$ cat config.mk
export PLATFORM = sky130hd
export DESIGN_NAME = fdrl_top
export DESIGN_NICKNAME = d
export VERILOG_FILES = /design/src/logic/fdrl_motor_enc.v /design/src/logic/fdrl_top.v
export VERILOG_INCLUDE_DIRS = /design/src /design/src/logic
export SDC_FILE = /design/constraint.sdc
export NUM_CORES = 1
export LEC_CHECK = 0
export BUFFER_PORTS_ARGS = -buffer_cell sky130_fd_sc_hd__buf_2
export CAP_MARGIN = 20
export CORE_MARGIN = 3
export CORE_UTILIZATION = 30
export CTS_BUF_LIST = sky130_fd_sc_hd__clkbuf_8
export CTS_CLUSTER_SIZE = 14
export DETAILED_ROUTE_END_ITERATION = 10
export GPL_ROUTABILITY_DRIVEN = 0
export PLACE_DENSITY_LB_ADDON = 0.25
export SLEW_MARGIN = 20
export SYNTH_ARGS = -nofsm -noshare
export SYNTH_HDL_FRONTEND = slang
export SYNTH_SLANG_ARGS = --single-unit
$ cat constraint.sdc
create_clock -name REF_CLK -period 2.75 [get_ports REF_CLK]
set_input_delay 0.1375 -clock REF_CLK [delete_from_list [all_inputs] [get_ports REF_CLK]]
set_output_delay 0.1375 -clock REF_CLK [all_outputs]
set_load 0.005 [all_outputs]
$ cat src/logic/fdrl_regs.vh
// Register offsets, field positions, reset values and fixed codes for the drive-line block
`ifndef FDRL_REGS_VH
`define FDRL_REGS_VH

// Register offsets (8-bit address space)
`define FDRL_ADDR_DOC      8'h02
`define FDRL_ADDR_DRS      8'h04
`define FDRL_ADDR_CFGCTL   8'h07
`define FDRL_ADDR_FCFG     8'hf0
`define FDRL_ADDR_SETUP    8'h10
`define FDRL_ADDR_PARAMS   8'h11
`define FDRL_ADDR_FREEZE   8'h12
`define FDRL_ADDR_TIMING   8'h13
`define FDRL_ADDR_STATUS   8'h14
`define FDRL_ADDR_CMD      8'h15

// Drive output control fields
`define FDRL_DOC_MOT_HI    7
`define FDRL_DOC_MOT_LO    4
`define FDRL_DOC_ENA_BIT   2
`define FDRL_DOC_SEL_HI    1
`define FDRL_DOC_SEL_LO    0

// Floppy configuration fields
`define FDRL_FCFG_ENC_BIT  7
`define FDRL_FCFG_SENSE_BIT 6

// Reset values
`define FDRL_RST_DOC       8'h00
`define FDRL_RST_DRS       8'h00
`define FDRL_RST_CFGCTL    8'h00
`define FDRL_RST_FCFG      8'h20
`define FDRL_RST_SETUP     8'h00
`define FDRL_RST_PARAMS    8'h20
`define FDRL_RST_FREEZE    8'h00
`define FDRL_RST_TIMING    8'hcf

// Command codes written to the command register
`define FDRL_CMD_SPINUP    8'h01
`define FDRL_CMD_ABORT     8'h02

// Spin-up settle time: 20 us at the 50 MHz reference clock
`define FDRL_SPIN_CYC      16'h03e8

`endif

$ cat src/logic/fdrl_motor_enc.v
// Motor enable encoder: direct two-drive mode or encoded four-drive mode
`timescale 1ns/1ps
`include "fdrl_regs.vh"

module fdrl_motor_enc
(
	// Control inputs
	input  wire       enc_mode,
	input  wire [3:0] motor_bits,
	input  wire [1:0] drive_sel,
	// Active-low motor lines
	output reg  [1:0] motor_n
);

	always @*
	begin
		motor_n = 2'h3;
		if (enc_mode)
		begin
			// RL9: four-drive encoding
			// Inverted selected drive number on the lines when its motor bit is on, else both high
			if (motor_bits[drive_sel])
				motor_n = ~drive_sel;
			else
				motor_n = 2'h3;
		end
		else
		begin
			// RL11: direct inverted bits
			motor_n = ~motor_bits[1:0];
		end
	end

endmodule

$ cat src/logic/fdrl_top.v
// Floppy controller reset and drive-side control lines with register port
// Operation
// RL1: Controller reset returns the internal sequencer to its idle state.
// RL2: While controller reset is high every drive-side output sits at its inactive level.
// RL3: Controller reset clears the drive output control, data rate and configuration control registers.
// RL4: Controller reset restores the setup, setup-parameter and parameter-freeze values to defaults.
// RL5: Controller reset leaves the drive timing parameters untouched.
// RL6: Controller reset loads the floppy configuration register with its default value.
// RL7: The motor enable lines are driven from bits 7 to 4 of the drive output control register.
// RL8: The motor enable lines are active low, low meaning motor on.
// RL9: With configuration bit 7 set the motor lines carry an encoded value serving four drives.
// RL10: Media sense inputs are only used when configuration bit 6 is one.
// RL11: With encoding off each motor line is the inverse of its own motor bit.
`timescale 1ns/1ps
`include "fdrl_regs.vh"

module fdrl_top
(
	// Clock and system reset
	input  wire       REF_CLK,
	input  wire       RST,
	// Controller reset from the host bus
	input  wire       CONTROLLER_RESET_IN,
	// Register port
	input  wire [7:0] ADDR,
	input  wire [7:0] WDATA,
	input  wire       WR,
	input  wire       RD,
	output reg  [7:0] RDATA,
	// Drive side
	input  wire [1:0] MEDIA_SENSE_IN,
	output reg  [1:0] MOTOR_ENABLE_N,
	output reg        DRIVE_ENABLE,
	output reg  [1:0] DRIVE_SEL,
	output reg        SEQ_READY
);

	reg  [7:0]  doc_r;
	reg  [7:0]  drs_r;
	reg  [7:0]  cfgctl_r;
	reg  [7:0]  fcfg_r;
	reg  [7:0]  setup_r;
	reg  [7:0]  params_r;
	reg  [7:0]  freeze_r;
	reg  [7:0]  timing_r;
	reg  [1:0]  media_r;
	reg  [1:0]  state_r;
	reg  [1:0]  state_nxt;
	reg  [15:0] cnt_r;
	reg  [15:0] cnt_nxt;
	wire [1:0]  motor_n;
	wire        rst_any;
	wire        cmd_wr;

	localparam [15:0] SPIN_CYC = `FDRL_SPIN_CYC;
	// Sequencer states
	localparam [1:0]  ST_IDLE  = 2'h0;
	localparam [1:0]  ST_SPIN  = 2'h1;
	localparam [1:0]  ST_READY = 2'h2;

	// Decode helper used by every register write and the read mux
	function hit;
		input [7:0] a;
		input [7:0] off;
		begin
			hit = (a == off);
		end
	endfunction

	assign rst_any = RST | CONTROLLER_RESET_IN;
	assign cmd_wr  = WR & hit(ADDR, `FDRL_ADDR_CMD);

	// RL3: clear control registers
	always @(posedge REF_CLK)
	begin
		if (rst_any)
		begin
			doc_r <= `FDRL_RST_DOC;
			drs_r <= `FDRL_RST_DRS;
			cfgctl_r <= `FDRL_RST_CFGCTL;
		end
		else if (WR)
		begin
			if (hit(ADDR, `FDRL_ADDR_DOC))
				doc_r <= WDATA;
			if (hit(ADDR, `FDRL_ADDR_DRS))
				drs_r <= WDATA;
			if (hit(ADDR, `FDRL_ADDR_CFGCTL))
				cfgctl_r <= WDATA;
		end
	end

	// RL4: restore setup defaults
	// RL6: configuration defaults
	always @(posedge REF_CLK)
	begin
		if (rst_any)
		begin
			setup_r  <= `FDRL_RST_SETUP;
			params_r <= `FDRL_RST_PARAMS;
			freeze_r <= `FDRL_RST_FREEZE;
			fcfg_r   <= `FDRL_RST_FCFG;
		end
		else if (WR)
		begin
			if (hit(ADDR, `FDRL_ADDR_SETUP))
				setup_r <= WDATA;
			if (hit(ADDR, `FDRL_ADDR_PARAMS))
				params_r <= WDATA;
			if (hit(ADDR, `FDRL_ADDR_FREEZE))
				freeze_r <= WDATA;
			if (hit(ADDR, `FDRL_ADDR_FCFG))
				fcfg_r <= WDATA;
		end
	end

	// RL5: timing survives controller reset
	// Only the system reset may touch it, so drive timing is kept across a bus reset
	always @(posedge REF_CLK)
	begin
		if (RST)
			timing_r <= `FDRL_RST_TIMING;
		else if (WR && hit(ADDR, `FDRL_ADDR_TIMING))
			timing_r <= WDATA;
	end

	// RL10: media sense gating
	always @(posedge REF_CLK)
	begin
		if (rst_any)
			media_r <= 2'h0;
		else if (fcfg_r[`FDRL_FCFG_SENSE_BIT])
			media_r <= MEDIA_SENSE_IN;
		else
			media_r <= 2'h0;
	end

	// Spin-up sequencer: settle time after a spin-up command before drive is ready
	always @*
	begin
		state_nxt = state_r;
		cnt_nxt   = cnt_r;
		case (state_r)
			ST_IDLE:
			begin
				cnt_nxt = 16'h0000;
				if (cmd_wr && WDATA == `FDRL_CMD_SPINUP)
					state_nxt = ST_SPIN;
			end
			ST_SPIN:
			begin
				if (cmd_wr && WDATA == `FDRL_CMD_ABORT)
					state_nxt = ST_IDLE;
				else if (cnt_r == SPIN_CYC - 16'h0001)
					state_nxt = ST_READY;
				else
					cnt_nxt = cnt_r + 16'h0001;
			end
			ST_READY:
			begin
				if (cmd_wr && WDATA == `FDRL_CMD_ABORT)
					state_nxt = ST_IDLE;
			end
			default:
				state_nxt = ST_IDLE;
		endcase
	end

	// RL1: reset to idle
	always @(posedge REF_CLK)
	begin
		if (rst_any)
		begin
			state_r <= ST_IDLE;
			cnt_r   <= 16'h0000;
		end
		else
		begin
			state_r <= state_nxt;
			cnt_r   <= cnt_nxt;
		end
	end

	// RL7: motor bits feed encoder
	fdrl_motor_enc u_enc
	(
		.enc_mode   (fcfg_r[`FDRL_FCFG_ENC_BIT]),
		.motor_bits (doc_r[`FDRL_DOC_MOT_HI:`FDRL_DOC_MOT_LO]),
		.drive_sel  (doc_r[`FDRL_DOC_SEL_HI:`FDRL_DOC_SEL_LO]),
		.motor_n    (motor_n)
	);

	// RL2: drive outputs inactive in reset
	// RL8: active-low motor lines
	// Held off directly from the reset input so lines go idle in the same edge
	always @(posedge REF_CLK)
	begin
		if (rst_any)
		begin
			MOTOR_ENABLE_N <= 2'h3;
			DRIVE_ENABLE   <= 1'b0;
			DRIVE_SEL      <= 2'h0;
			SEQ_READY      <= 1'b0;
		end
		else
		begin
			MOTOR_ENABLE_N <= motor_n;
			DRIVE_ENABLE   <= doc_r[`FDRL_DOC_ENA_BIT];
			DRIVE_SEL      <= doc_r[`FDRL_DOC_SEL_HI:`FDRL_DOC_SEL_LO];
			SEQ_READY      <= (state_r == ST_READY);
		end
	end

	// Read data one cycle after the strobe; unmapped reads return zero
	always @(posedge REF_CLK)
	begin
		if (RST)
			RDATA <= 8'h00;
		else if (!RD)
			RDATA <= 8'h00;
		else if (hit(ADDR, `FDRL_ADDR_DOC))
			RDATA <= doc_r;
		else if (hit(ADDR, `FDRL_ADDR_DRS))
			RDATA <= drs_r;
		else if (hit(ADDR, `FDRL_ADDR_CFGCTL))
			RDATA <= cfgctl_r;
		else if (hit(ADDR, `FDRL_ADDR_FCFG))
			RDATA <= fcfg_r;
		else if (hit(ADDR, `FDRL_ADDR_SETUP))
			RDATA <= setup_r;
		else if (hit(ADDR, `FDRL_ADDR_PARAMS))
			RDATA <= params_r;
		else if (hit(ADDR, `FDRL_ADDR_FREEZE))
			RDATA <= freeze_r;
		else if (hit(ADDR, `FDRL_ADDR_TIMING))
			RDATA <= timing_r;
		else if (hit(ADDR, `FDRL_ADDR_STATUS))
			RDATA <= {4'h0, media_r, state_r};
		else
			RDATA <= 8'h00;
	end

endmodule
# Yosys cells after proc, flatten, opt, wreduce, memory -nomap -nowiden
# Cells that the tools add are included.
# classes
n_eq_ne,20
bitwise_logic,6
mux,21
n_reduce_logical,16
add_sub_neg,1
n_lt_le_gt_ge,1
# ops
operator,count
$mux 8,8
$eq 8x5->1 const B,6
$mux 16,2
$pmux 16 s2,1
$add 16x1->16 const B,1
$eq 16x10->1 const B,1
$eq 8x2->1 const B,2
$eq 8x3->1 const B,2
$reduce_and 2->1,7
$mux 2,6
$eq 8x1->1 const B,1
$eq 8x8->1 const B,1
$ne 2x2->1 const B,4
$pmux 2 s3,1
$reduce_and 3->1,2
$mux 4,1
$not 2->2,2
$reduce_or 2->1,2
$logic_and 1x1->1,3
$lt 2x3->1 const B,1
$ne 3x3->1 const B,1
$bmux 1 s2,1
$eq 2x1->1 const B,1
$eq 2x2->1 const B,1
other kinds (6),7
# word_totals
in_bits,23
output_inout_bits,14
reg_bits,98
elab_cells,81

# Depth between registers and ports, before layout
# Gate-level depths: netlist (run 1).
# logic_depth
depth_word,10
ltp_mapped,8
ltp_nobuf,6

# Cells and area by module
# A second synthesis (run 1) with hierarchy kept.
# hier_totals
cells_unflattened,511
hier_area_um2,4533.1
# by_module_without_submodules
module,area_each_um2,seq_area_each_um2,instances,cells_per_inst
fdrl_top,4485.6,1961.9,1,505
fdrl_motor_enc,47.5,0.0,1,6

# Worst setup path before layout (run 1)
# Ideal clock, no wire load.
# synth_timing
kind,input to register
startpoint,input port ADDR[6]
endpoint,register doc_r[0]
cell_stages,7
path_slack_ns,0.784
required_ns,2.622
n_path_buf,2
t_arrival_ns,1.838
setup_time_ns,0.128
path_cell_list,or4_4 -> or4_4 -> buf_6 -> or2_1 -> buf_6 -> mux2i_1 -> nor2_1
# synth_between
elab_chain_len,2
# synth_lines
element,line,text
"start, declared",fdrl_top.v:25,"input wire [7:0] ADDR,"
$eq 8x2->1,fdrl_top.v:66,hit = (a == off);
$reduce_and 2->1 (no line),-,
"end signal, assigned",fdrl_top.v:78,doc_r <= `FDRL_RST_DOC;
"end, declared",fdrl_top.v:38,reg [7:0] doc_r;
# No other way between the ends.
# A chain may end at the register's enable or synchronous reset.

# Worst setup path in the final report (run 1)
# layout_timing
startpoint,register cnt_r[0]
endpoint,register cnt_r[8]
# layout_between
elab_chain_len,4
elab_cells_between_ends,7
classes_between,add/sub (1); eq/ne (2); mux (3); reduce/logical (1)
# layout_lines
element,line,text
"start, declared",fdrl_top.v:49,reg [15:0] cnt_r;
"start signal, assigned",fdrl_top.v:180,cnt_r <= cnt_nxt;
$add 16x1->16,fdrl_top.v:157,cnt_nxt = cnt_r + 16'h0001;
$mux 16,fdrl_top.v:154,else if (cnt_r == SPIN_CYC - 16'h0001)
$mux 16,fdrl_top.v:152,if (cmd_wr && WDATA == `FDRL_CMD_ABORT)
$pmux 16 s2,fdrl_top.v:143,case (state_r)
# Parallel ways exist; a longest one is shown, timed or not. The select of a mux whose other input is x is not followed.

==> results_dict.tcl, run 1 <==
set metrics [dict create \
    dr.first_iter.drc_count 282 \
    core_um2 14200 \
    slowest_stage "or4_1" \
    clockBufferDepth 2 \
    syn_nets 525 \
    status "finished, final reports clean" \
    start_util 0.314 \
    ys_top_cells_by_area "dfxtp_1 (44%), mux2i_1 (12%), nor2_1 (5.9%), a21oi_1 (2.6%), nand2_1 (2.5%)" \
    yosys_warnings 0 \
    synthesis.area_um2 4460 \
    cp-startpoint "cnt_r[0]" \
    cp_max_fo 9 \
    power_per_cell_area_nw_per_um2 506 \
    rows 43 \
    vdd_drop_max_mv 0.221 \
    skew_ns 0.0144 \
    diodes 0 \
    grt_pass1_vias 3627 \
    worst_pin_slew_ns 0.666 \
    slew_headroom 0.550 \
    clockRootBuffer "clkbuf_8" \
    synth_top_area_frac 0.440 \
    post-route-util 0.350 \
    dr.pass1.iters 5 \
    hold_violations 0 \
    fin_nets 544 \
    crit_required_ns 3.05 \
    timing.rr.end "cnt_r[8]" \
    die_y_um 128 \
    slowest_delay_ns 0.55 \
    worstHoldEndpoint "media_r[0]" \
    chipWidth_um 128 \
    worst_slack_ns 0.636 \
    postCtsSetupRepairBufs 0 \
    htree_levels 3 \
    clock.fmax_mhz 473 \
    yosysMostFrequentCell "dfxtp_1" \
    synthTopCellsByCount "dfxtp_1 (98), nor2_1 (70), mux2i_1 (52), nand2_1 (30), clkbuf_1 (29)" \
    cp-start-kind "flip-flop" \
    rr_startpoint "cnt_r[0]" \
    hold_path.startpoint "MEDIA_SENSE_IN[0]" \
    min_period_ns 2.11 \
    synthFlopType "dfxtp_1" \
    yosysSeqAreaShare 0.440 \
    p_leak_nw 2.05 \
    antenna_found_initial 0 \
    crit_chain "ha_1 -> and4_1 -> a41oi_1 -> o21ai_1 -> or4_1 -> a21oi_1" \
    drive_gt1_frac 0.141 \
    drv_cap 0 \
    synth_edf_count 0 \
    critical_path_class "flip-flop to flip-flop" \
    routed_wl_um 12000 \
    reg2reg_depth 6 \
    critPathBufInv 0 \
    syn2layout_area_growth_pct 11.5 \
    stdcell_count 705 \
    vias 3800 \
    cts_inserted_buffers 9 \
    dp.cells 689 \
    cts_sinks 98 \
    setup_viol 0 \
    grt_max_degree 57 \
    worstPathArrival_ns 2.41 \
    via_per_inst 5.39 \
    yosys_register_bits 98 \
    fill_cells 1470 \
    p_total_w 0.00251 \
    clk_pin_slew_ns 0.10 \
    track_usage 0.152 \
    slew_violations 0 \
    synthCells 501 \
    die-area_um2 16400 \
    cts_tree "yes" \
    grt_overflow 0 \
    port_buffers 36 \
    post_cts_resized 0 \
    ctsHoldBuffers 0 \
    pin_count 37 \
    grt_pass1_wl_um 19400 \
    wire_per_inst_um 17.0 \
    hold_path_class "input port to flip-flop" \
    place_ws_ns 0.498 \
    async_reset_ff_frac 0 \
    synth_largest_area_cell "dfxtp_1" \
    drtAntennaViolNets 0 \
    drc_errors 0 \
    fin_setup_tns_ns 0 \
    ys_types 58 \
    worstHoldPathCells 2 \
    syn_area_per_cell_um2 8.90 \
    critical_path.top_delay_family "simple AND/OR/NAND/NOR gates" \
    finalCritPeriodShare 0.769 \
    dp_hpwl_um 8420 \
    reg2reg_slack_ns 0.64 \
    cp-end-kind "flip-flop" \
    clk_latency_ns 0.38 \
    grt_setup_unrepaired "no" \
]
## routing by layer
layer,share of wire,global-route usage
met3,0.057,0.0300
met2,0.44,0.223
met4,0.025,0.0749
met1,0.48,0.213
met5,0,0
## cell usage in the layout (no fill, tap or decap), types with 5 or more instances in the layout
cell      instances
dfxtp_1          98
nor2_1           70
mux2i_1          52
buf_2            36
nand2_1          30
a21oi_1          23
nand3_1          22
inv_1            17
nor3_1           10
nor4_1           10
o21ai_0          10
a31oi_1           9
clkbuf_8          9
buf_4             8
nand2b_1          7
a211o_1           7
or3_1             6
or4_1             5
o211ai_1          5
o22ai_1           5
## registers in the layout (all words and copies together) (netlist names)
name / flops
params_r: 8
freeze_r: 8
DRIVE_SEL: 2
cfgctl_r: 8
DRIVE_ENABLE: 1
RDATA: 8
cnt_r: 16
state_r: 2
setup_r: 8
fcfg_r: 8
media_r: 2
drs_r: 8
SEQ_READY: 1
MOTOR_ENABLE_N: 2
doc_r: 8
timing_r: 8
## metrics by stage
step	area, um2	hold slack, ns
finish	4970	0.0451
global route	4970	0.0374
CTS	4970	0.0106
detailed placement	4770	0.411
global placement	4770	0.437
floorplan	4460	0.290
## area by class of cell
class                           count  area [um2]  share of cell area
Clock inverter                      7        76.3              0.0154
Multi-Input combinational cell    350        2280               0.458
Inverter                           17        63.8              0.0128
Timing Repair Buffer               44         240              0.0484
Tap cell                          180         225              0.0453
Clock buffer                        9         124              0.0249
Sequential cell                    98        1960               0.395
## logic make-up (layout without fill, tap and decap cells)
| family | count (synthesis) | after routing | synth area share |
|---|---|---|---|
| AO/OA/AOI/OAI | 95 | 95 | 0.145 |
| XOR/XNOR | 4 | 4 | 0.00786 |
| flip-flops | 98 | 98 | 0.440 |
| multiplexers | 56 | 56 | 0.137 |
| buffers and inverters | 53 | 77 | 0.0488 |
| adder cells (fa/ha/maj) | 1 | 1 | 0.00281 |
| AND/OR/NAND/NOR | 194 | 194 | 0.218 |
## worst reg2reg max path: cells and delay by family, from the launching register on
kind	cells	cell delay (ns)
simple gates	2	0.79
compound gates	3	0.62
flops	1	0.35
fa+ha+maj	1	0.29
## worst max-delay path by stage
stage | end | cells past startpoint | slack, ns
after floorplan | doc_r[0] | 7 | 0.78
after global placement | doc_r[3] | 6 | 0.54
after detailed placement | doc_r[4] | 6 | 0.50
after CTS | cnt_r[8] | 6 | 0.64
after global routing | cnt_r[6] | 6 | 0.46
final | cnt_r[8] | 6 | 0.64
## power by group
| part | leakage, nW | internal, W | total [W] | switching [W] |
|---|---|---|---|---|
| Clock | 0.102 | 0.000428 | 0.000958 | 0.000529 |
| Combinational | 1.16 | 0.0000406 | 0.000137 | 0.0000961 |
| Sequential | 0.789 | 0.00142 | 0.00142 | 0.000000864 |
| Total | 2.05 | 0.00189 | 0.00251 | 0.000626 |
Note: power is estimated with default switching activity, not from simulation.
==> run 2, diff against run 1 <==
clock period = 1.9 ns   (was 2.75 ns; I/O delays follow)
==> results_dict.tcl, run 2 (same netlist as run 1, synthesis figures left out) <==
set metrics [dict create \
    status "finished, final reports clean" \
    die-area_um2 16400 \
    htree_levels 3 \
    grt_pass1_vias 3881 \
    seq_area_um2 1960 \
    cp_max_fo 7 \
    slew_headroom 0.588 \
    critPathBufInv 1 \
    critical_path.top_delay_family "compound AO/OA/AOI/OAI gates" \
    chipWidth_um 128 \
    finalCritPeriodShare 0.955 \
    clockRootBuffer "clkbuf_8" \
    clk_pin_slew_ns 0.10 \
    worst_pin_slew_ns 0.616 \
    largest_register_ffs 16 \
    drv_cap 0 \
    cts_tree "yes" \
    syn2layout_area_growth_pct 21.8 \
    stdcell_count 756 \
    clockBufferDepth 2 \
    clk_latency_ns 0.38 \
    via_per_inst 5.28 \
    min_period_ns 1.81 \
    drtAntennaViolNets 0 \
    reg2reg_slack_ns 0.09 \
    cts_sinks 98 \
    drive_gt1_frac 0.224 \
    slowest_delay_ns 0.40 \
    setup_viol 0 \
    critical_path_class "flip-flop to flip-flop" \
    drc_errors 0 \
    dp.cells 735 \
    slew_violations 0 \
    cp-start-kind "flip-flop" \
    grt_pass1_wl_um 20300 \
    worstPathArrival_ns 2.14 \
    layout_commonest_cell "dfxtp_1" \
    die_y_um 128 \
    dr.pass1.iters 4 \
    hold_violations 0 \
    mostFrequentLayoutCells "dfxtp_1 (98), nor2_1 (70), buf_4 (57), mux2i_1 (52), buf_2 (36)" \
    grt_overflow 0 \
    diodes 0 \
    start_util 0.314 \
    vias 3995 \
    crit_required_ns 2.22 \
    antenna_found_initial 0 \
    dr.first_iter.drc_count 323 \
    track_usage 0.158 \
    cp-end-kind "flip-flop" \
    dp_hpwl_um 9310 \
    fill_cells 1483 \
    wire_per_inst_um 16.7 \
    p_total_w 0.00381 \
    routed_wl_um 12600 \
    port_buffers 36 \
    crit_chain "nor4_2 -> a41oi_2 -> buf_4 -> o21a_2 -> o21ai_0 -> a22o_1" \
    p_leak_nw 2.34 \
    hold_path_class "input port to flip-flop" \
    fin_nets 595 \
    top_register "cnt_r" \
    power_per_cell_area_nw_per_um2 701 \
    skew_ns 0.0156 \
    multi_input_comb_area_um2 2320 \
    grt_max_degree 57 \
    rows 43 \
    cts_inserted_buffers 9 \
    grt_setup_unrepaired "no" \
    slowest_stage "nor4_2" \
    vdd_drop_max_mv 0.301 \
    core_um2 14200 \
    clock.fmax_mhz 551 \
    pin_count 37 \
]
## run 2: metal layers
| layer | routed length, um | up-vias | global-route usage |
|---|---|---|---|
| met4 | 250 | 0 | 0.0680 |
| met2 | 5650 | 103 | 0.236 |
| met5 | 0 | - | 0 |
| li1 | - | 1952 | - |
| met1 | 6180 | 1924 | 0.224 |
| met3 | 559 | 16 | 0.0279 |
## run 2: layout make-up
type,instances,share of cell area
Timing Repair Buffer,95,0.116
Clock buffer,10,0.0254
Sequential cell,98,0.361
Multi-Input combinational cell,350,0.428
Clock inverter,6,0.0161
Inverter,17,0.0118
Tap cell,180,0.0415
## run 2: final timing paths
path	startpoint	end	cells past startpoint
hold / removal	WDATA[1]	fcfg_r[1]	3
setup / recovery	cnt_r[11]	cnt_r[0]	6
setup reg to reg	cnt_r[11]	cnt_r[0]	6
hold reg to reg	fcfg_r[1]	fcfg_r[1]	2
## run 2: what timing repair did
action	CTS	global route
hold endpoints to repair	2	0
hold buffers	2	0
gates resized for setup	2	6
setup buffers	3	0
pin swaps	0	1
endpoints found under the setup margin	5	7
## run 2: through the flow
stage / utilization / setup TNS (ns) / setup WS, ns / area (um2) / hold WS (ns)
2_1_floorplan: - / -0.187 / -0.0234 / 4460 / 0.248
3_3_place_gp: 0.360 / -2.58 / -0.130 / 5110 / 0.396
3_5_place_dp: 0.360 / -3.43 / -0.181 / 5110 / 0.384
4_1_cts: 0.379 / 0 / 0.00262 / 5390 / 0.0498
5_1_grt: 0.382 / 0 / 0.00102 / 5430 / 0.0805
6_report: 0.382 / 0 / 0.0852 / 5430 / 0.0764
## run 2: power by group
| part | internal, W | switching [W] | total (W) |
|---|---|---|---|
| sequential | 0.00205 | 0.00000147 | 0.00206 |
| combinational | 0.0000876 | 0.000146 | 0.000234 |
| clock | 0.000780 | 0.000739 | 0.00152 |
| total | 0.00292 | 0.000887 | 0.00381 |
## run 2: worst reg2reg max path: cells and delay by family, from the launching register on
| kind | cells | cell delay (ns) |
|---|---|---|
| DFF | 1 | 0.36 |
| buffers and inverters | 1 | 0.18 |
| and+or+nand+nor | 1 | 0.40 |
| AOI/OAI and AO/OA | 4 | 0.82 |
